## src/rtl/tss_consts.svh

```systemverilog
`ifndef TSS_CONSTS_SVH
`define TSS_CONSTS_SVH
// Clock rate and hold-off timing
`define TSS_CLK_HZ 100000000
`define TSS_HOLD_OFF_MS 1000
`define TSS_HOLD_OFF_CYC ((`TSS_CLK_HZ / 1000) * `TSS_HOLD_OFF_MS)
// Transmit dominant timeout, long variant only
`define TSS_TXDOM_LONG_US 4000
`define TSS_TXDOM_CYC ((`TSS_CLK_HZ / 1000000) * `TSS_TXDOM_LONG_US)
// Nominal thresholds in degrees C, fixed by the comparators
`define TSS_LEVEL_ONE_DEGC 155
`define TSS_LEVEL_TWO_DEGC 175
`endif

```

## src/rtl/tss_pkg.sv

```systemverilog
`default_nettype none
package tss_pkg;
  typedef enum logic [2:0] {
    TSS_ST_RUN = 3'h1,
    TSS_ST_OFF = 3'h2,
    TSS_ST_HOLD = 3'h4
  } tss_state_t;
endpackage
`default_nettype wire

```

## src/rtl/tss_thermal_shutdown_sequencer.sv

```systemverilog
`include "tss_consts.svh"
`default_nettype none
module tss_thermal_shutdown_sequencer #(
  parameter int unsigned HOLD_OFF_CYC = `TSS_HOLD_OFF_CYC,
  parameter int unsigned TXDOM_CYC = `TSS_TXDOM_CYC
) (
  // Clock and reset
  input wire logic core_clk_i,
  input wire logic srst_i,
  // Comparator levels
  input wire logic thermal_level_one_i,
  input wire logic thermal_level_two_i,
  input wire logic thermal_level_one_release_i,
  // Application pins
  input wire logic high_side_driver_en_i,
  input wire logic can_en_i,
  input wire logic txd_i,
  // Controls
  output logic main_regulator_en_o,
  output logic high_side_driver_on_o,
  output logic thermal_diag_n_o,
  output logic can_active_o,
  output logic can_txd_o,
  output logic thermal_reset_o,
  output logic watchdog_timeout_mode_o,
  output tss_pkg::tss_state_t state_o
);
  import tss_pkg::*;

  // Last count of each timer, sized to the counters
  localparam logic [31:0] HOLD_LAST = 32'(HOLD_OFF_CYC - 1);
  localparam logic [31:0] DOM_LAST = 32'(TXDOM_CYC - 1);

  // Sequencer state
  tss_state_t state_q;
  tss_state_t state_d;
  logic run_next;

  // Hold-off timing after a level two trip
  logic [31:0] hold_cnt_q;
  logic hold_done;

  // High-side over-temperature latch
  logic hs_block_q;
  logic level_hot;
  logic cooled;

  // Transmit dominant timing
  logic [31:0] dom_cnt_q;
  logic dom_block_q;
  logic dom_expired;

  // Off history for the watchdog mode
  logic off_prev_q;

  // Hold-off time reached
  assign hold_done = (hold_cnt_q >= HOLD_LAST);

  // Either comparator reports heat
  assign level_hot = thermal_level_one_i || thermal_level_two_i;

  // Both comparators quiet, below level one
  assign cooled = !level_hot;

  // Sequencer heads for normal operation
  assign run_next = (state_d == TSS_ST_RUN);

  // Long dominant limit reached
  assign dom_expired = (dom_cnt_q >= DOM_LAST);

  // Device state transitions
  always_comb begin
    state_d = state_q;
    case (state_q)
      // Normal operation, watch for level two
      TSS_ST_RUN: begin
        if (thermal_level_two_i) begin
          state_d = TSS_ST_OFF;
        end
      end
      // Everything off until below level one
      TSS_ST_OFF: begin
        if (cooled) begin
          state_d = TSS_ST_HOLD;
        end
      end
      // Cooling wait, any heat rearms the shutdown
      TSS_ST_HOLD: begin
        if (level_hot) begin
          state_d = TSS_ST_OFF;
        end else if (hold_done) begin
          state_d = TSS_ST_RUN;
        end
      end
      // Unknown code falls back to safe off
      default: state_d = TSS_ST_OFF;
    endcase
  end

  // State register
  always_ff @(posedge core_clk_i) begin
    if (srst_i) begin
      state_q <= TSS_ST_RUN;
    end else begin
      state_q <= state_d;
    end
  end

  // Hold-off counter, runs only while cooled in hold state
  always_ff @(posedge core_clk_i) begin
    if (srst_i || state_d != TSS_ST_HOLD || state_q != TSS_ST_HOLD) begin
      hold_cnt_q <= 32'h0;
    end else if (!hold_done) begin
      hold_cnt_q <= hold_cnt_q + 32'h1;
    end
  end

  // High-side block with hysteresis
  always_ff @(posedge core_clk_i) begin
    if (srst_i) begin
      hs_block_q <= 1'b0;
    end else if (level_hot) begin
      hs_block_q <= 1'b1;
    end else if (!thermal_level_one_release_i) begin
      hs_block_q <= 1'b0;
    end
  end

  // Dominant time counter, cleared by recessive data or idle transceiver
  always_ff @(posedge core_clk_i) begin
    if (srst_i || txd_i || !can_active_o) begin
      dom_cnt_q <= 32'h0;
    end else if (!dom_expired) begin
      dom_cnt_q <= dom_cnt_q + 32'h1;
    end
  end

  // Transmit block, released when data returns recessive or the transceiver goes idle
  always_ff @(posedge core_clk_i) begin
    if (srst_i || txd_i || !can_active_o) begin
      dom_block_q <= 1'b0;
    end else if (dom_expired) begin
      dom_block_q <= 1'b1;
    end
  end

  // Main regulator follows the next state, off outside run
  always_ff @(posedge core_clk_i) begin
    if (srst_i) begin
      main_regulator_en_o <= 1'b1;
    end else begin
      main_regulator_en_o <= run_next;
    end
  end

  // High-side driver, gated by state, latch and level one
  always_ff @(posedge core_clk_i) begin
    if (srst_i) begin
      high_side_driver_on_o <= 1'b0;
    end else begin
      high_side_driver_on_o <= run_next && !hs_block_q &&
        !thermal_level_one_i && high_side_driver_en_i;
    end
  end

  // Diagnostic low while an enabled driver is held off by heat
  always_ff @(posedge core_clk_i) begin
    if (srst_i) begin
      thermal_diag_n_o <= 1'b1;
    end else begin
      thermal_diag_n_o <= !(high_side_driver_en_i &&
        (hs_block_q || thermal_level_one_i));
    end
  end

  // Off flag one cycle back
  always_ff @(posedge core_clk_i) begin
    if (srst_i) begin
      off_prev_q <= 1'b0;
    end else begin
      off_prev_q <= (state_q != TSS_ST_RUN);
    end
  end

  // Reset towards the controller while off or holding
  always_ff @(posedge core_clk_i) begin
    if (srst_i) begin
      thermal_reset_o <= 1'b0;
    end else begin
      thermal_reset_o <= (state_q != TSS_ST_RUN);
    end
  end

  // Watchdog restarts in timeout mode, kept one cycle past recovery
  always_ff @(posedge core_clk_i) begin
    if (srst_i) begin
      watchdog_timeout_mode_o <= 1'b1;
    end else begin
      watchdog_timeout_mode_o <= (state_q != TSS_ST_RUN) ||
        off_prev_q;
    end
  end

  // CAN transceiver alive at level one, dead at level two
  always_comb begin
    can_active_o = (state_q == TSS_ST_RUN) && can_en_i;
  end

  // Transmit data forced recessive on timeout or idle transceiver
  always_comb begin
    can_txd_o = txd_i || dom_block_q || !can_active_o;
  end

  // State seen from outside
  assign state_o = state_q;
endmodule
`default_nettype wire

```

## config.mk

```make
export PLATFORM = sky130hd
export DESIGN_NAME = tss_thermal_shutdown_sequencer
export DESIGN_NICKNAME = d
export VERILOG_FILES = /design/src/rtl/tss_pkg.sv /design/src/rtl/tss_thermal_shutdown_sequencer.sv
export VERILOG_INCLUDE_DIRS = /design/src /design/src/rtl
export SDC_FILE = /design/constraint.sdc
export NUM_CORES = 1
export LEC_CHECK = 0
export BUFFER_PORTS_ARGS = -buffer_cell sky130_fd_sc_hd__buf_2
export CAP_MARGIN = 0
export CORE_MARGIN = 3
export CORE_UTILIZATION = 35
export CTS_BUF_LIST = sky130_fd_sc_hd__clkbuf_8
export CTS_CLUSTER_DIAMETER = 200
export CTS_CLUSTER_SIZE = 8
export DETAILED_ROUTE_END_ITERATION = 10
export PLACE_DENSITY_LB_ADDON = 0.12
export SETUP_SLACK_MARGIN = 0.4
export SYNTH_ARGS = -nofsm -noshare
export SYNTH_HDL_FRONTEND = slang
export SYNTH_SLANG_ARGS = --single-unit
```

## constraint.sdc

```tcl
create_clock -name core_clk_i -period 5.6 [get_ports core_clk_i]
set_input_delay 1.12 -clock core_clk_i [delete_from_list [all_inputs] [get_ports core_clk_i]]
set_output_delay 1.12 -clock core_clk_i [all_outputs]
set_load 0.005 [all_outputs]
```

==> summary.md <==
| Metric | Value |
|---|---|
| Status | finished, final reports clean |
| Slew margin rel. | 0.285 |
| Initial core utilization | 0.370 |
| Met2 usage | 0.183 |
| Post-DR wirelength/cell | 12.2 µm |
| Cells after DPL | 440 |
| Clk network pwr share | 0.427 |
| Worst slew pin tran | about 1.1 ns |
| Drt first-iter violations | 59 |
| PwrDens | between 200 and 300 nW/µm² |
| HP Class | reg2reg |
| TritonCTS buffer count | 9 |
| Top post-synthesis cells by area | dfxtp_1, nor2_1, xor2_1, xnor2_1, nand3_1 |
| Skew-Pair Late Insertion Delay | about 0.35 ns |
| P_sw | ~0.22 mW |
| Layout Cells excl Fill | between 400 and 500 |
| CP bufs+invs | 1 |
| DRT Pass-1 Iters | 4 |
| Gr busiest metal | met2 |
| Combinational cell fraction of total power | 0.022 |
| RSZ-0062 raised after global routing | no |
| GP Congestion | 0.744 |
| Clock transition at the registers of the reported paths | 0.08 ns |
| Syn Inst Count | around 330 |
| Hold_buf cts | 0 |
| Cell internal pwr | about 0.75 mW |
| Total track usage | 0.124 |
| Die width | 97.8 µm |
| # DRC | 0 |
| CP required | roughly 4.5 ns |
| Register share of total power | 0.551 |
| Initial antenna violation count | 0 |
| Min Tclk post-route | roughly 3.0 ns |
| Pins Over Slew Limit | 0 |
| CP max FO | 4 |
| Max-cap viol count | 0 |
| Grt ovf | 0 |
| Post-synthesis sequential area ratio | 0.502 |
| WL final | 5550 µm |
| Finish-stage setup viols | 0 |
| Met3 usage | 0.0279 |
| First-pass GRT wire length | a little under 10,000 µm |
| P_leak | roughly 1.1 nW |
| Tot Pwr | a little under 1 mW |
| Critical-path top delay cell | nor3b_1 |
| Vias post-DR | 2,217 |
| Post-synth EDFFs | 0 |
| Die height | between 90 and 100 µm |
| Number of gates resized after CTS | 0 |
| # nets final | about 360 |
| Cell Area, Synth | between 2000 and 3000 µm² |
| Sw Share | 0.230 |
| Row Count | 32 |
| Core Area | around 8000 µm² |
| Antenna-violating nets left | 0 |
| Die area | around 9600 µm² |
| Post-CTS setup buffers | 0 |
| Fill cells | just over 800 |
| Storage cell area | roughly 1500 µm² |
| Startpoint Class | register |
| Period utilization | 0.532 |
| Hold_ws | between 0.4 and 0.5 ns |
| Share of Yosys cell area claimed by the top area cell type | 0.502 |
| CTS Buffer Depth | 2 |
| Largest net degree at the start of global routing | 28 |
| CTS Root Cell | clkbuf_8 |
| M1 GR Usage | 0.169 |
| Seq cells post-synth | 74 |
| Clock Skew | between 0.01 and 0.015 ns |
| Final Hold Fails | 0 |
| Most frequent cell after synthesis | dfxtp_1 |
| WS Path Type | reg2out |
| CP cell instances | nor3b_1 -> nand2_1 -> or3_1 -> buf_2 |
| PortBufs | 17 |
| Setup_tns | 0 ns |
| Final HPWL DP | between 3000 and 4000 µm |
| Yosys warns | 0 |
| # H-tree levels | 3 |
| Maximum clock rate | roughly 340 MHz |
| Fraction of layout cells with a size suffix above 1 | 0.113 |
| Via-per-instance ratio | approximately 5 |
| Layout area overhead | 12.9% |
| Most area-hungry cell type in the Yosys netlist | dfxtp_1 |
| CTS tree | done |
| Synth cell types | 42 |
| Crit end category | output port |
| Multi-input logic area | 1400 µm² |
| Antenna fix cells | 0 |
| Most used DFF post-synth | dfxtp_1 |
| Synth top cells by count | dfxtp_1, nor2_1, nand3_1, xor2_1, nand2_1 |
| Clock tree sinks | between 70 and 80 |
| Peak supply drop | 0.0949 mV |
| Average size of a mapped cell | about 9 µm² |
| CP arrival | between 1.5 and 2 ns |
| Crit-path leading delay family | simple AND/OR/NAND/NOR gates |
| CP max stage delay | 0.50 ns |
| Io pins | 18 |
| Async set-reset flop share out of synthesis | 0 |
| Number of global-route vias before repair | about 2,100 |
## logic make-up after synthesis
kind of cell,Yosys count,synth area share
adder cells (fa/ha/maj),2,0.00848
other,1,0.00127
multiplexers,1,0.00339
XOR/XNOR,33,0.0980
AND/OR/NAND/NOR,164,0.287
flip-flops,74,0.502
buffers and inverters,19,0.0267
AO/OA/AOI/OAI,33,0.0730
## stage by stage
step | util | instance area (µm²) | setup WS (ns)
floorplan | - | 2960 | 2.97
global placement | 0.394 | 3140 | 2.62
detailed placement | 0.394 | 3140 | 2.59
CTS | 0.418 | 3330 | 2.55
global route | 0.418 | 3330 | 2.46
finish | 0.418 | 3330 | 2.62
## state kept, by name, indices dropped and copies added (netlist names)
register / flops
state_o: 3
thermal_diag_n_o: 1
dom_block_q: 1
dom_cnt_q: 32
hold_cnt_q: 32
high_side_driver_on_o: 1
main_regulator_en_o: 1
thermal_reset_o: 1
watchdog_timeout_mode_o: 1
hs_block_q: 1
## cell type report
class	instances	area share
sequential	74	0.445
clock inverter	7	0.0207
inverter	8	0.00902
tap	102	0.0383
multi-input combinational	238	0.422
timing repair buffer	18	0.0278
clock buffer	9	0.0372
## worst reg2reg max path, stage by stage, from the launching register on
cell      delay [ns]
dfxtp_1         0.35
or4_1           0.53
o311ai_1        0.33
a31o_2          0.25
nand3_1         0.73
o21ba_2         0.53
## placed cells by master, fill, tap and decap left out, drive strengths merged, types with 3 or more instances in the layout
master,instances
inv,11
and3,4
nor2b,5
o31ai,3
nand4,14
nand3,20
nor2,53
clkbuf,9
xor2,20
or3,7
or4,6
xnor2,13
buf,18
o21ai,5
nor3,10
dfxtp,74
nand2,15
and2,14
nor4,8
a21oi,13
conb,5
## per-layer routing
layer  wire length [µm]  vias up
met2               2390       29
li1                   -     1175
met1               2850     1003
met3                203       10
met4                108        0
met5                  0        -
## power groups by stage
stage	Clock (mW)	Sequential, mW	Combinational (mW)
after global placement	0	0.548	0.0217
final	0.414	0.535	0.0213
after detailed placement	0	0.548	0.0218
after floorplan	0	0.547	0.0114
after global routing	0.450	0.536	0.0245
after CTS	0.432	0.535	0.0219
## final timing paths
kind                                   to            start  cells past startpoint  slack [ns]
setup / recovery                can_txd_o       state_o[0]                      4        2.62
hold / removal    watchdog_timeout_mode_o  thermal_reset_o                      1        0.45
hold reg to reg   watchdog_timeout_mode_o  thermal_reset_o                      1        0.45
setup reg to reg            hold_cnt_q[5]    hold_cnt_q[8]                      5        2.84
Note: power is estimated with default switching activity, not from simulation.
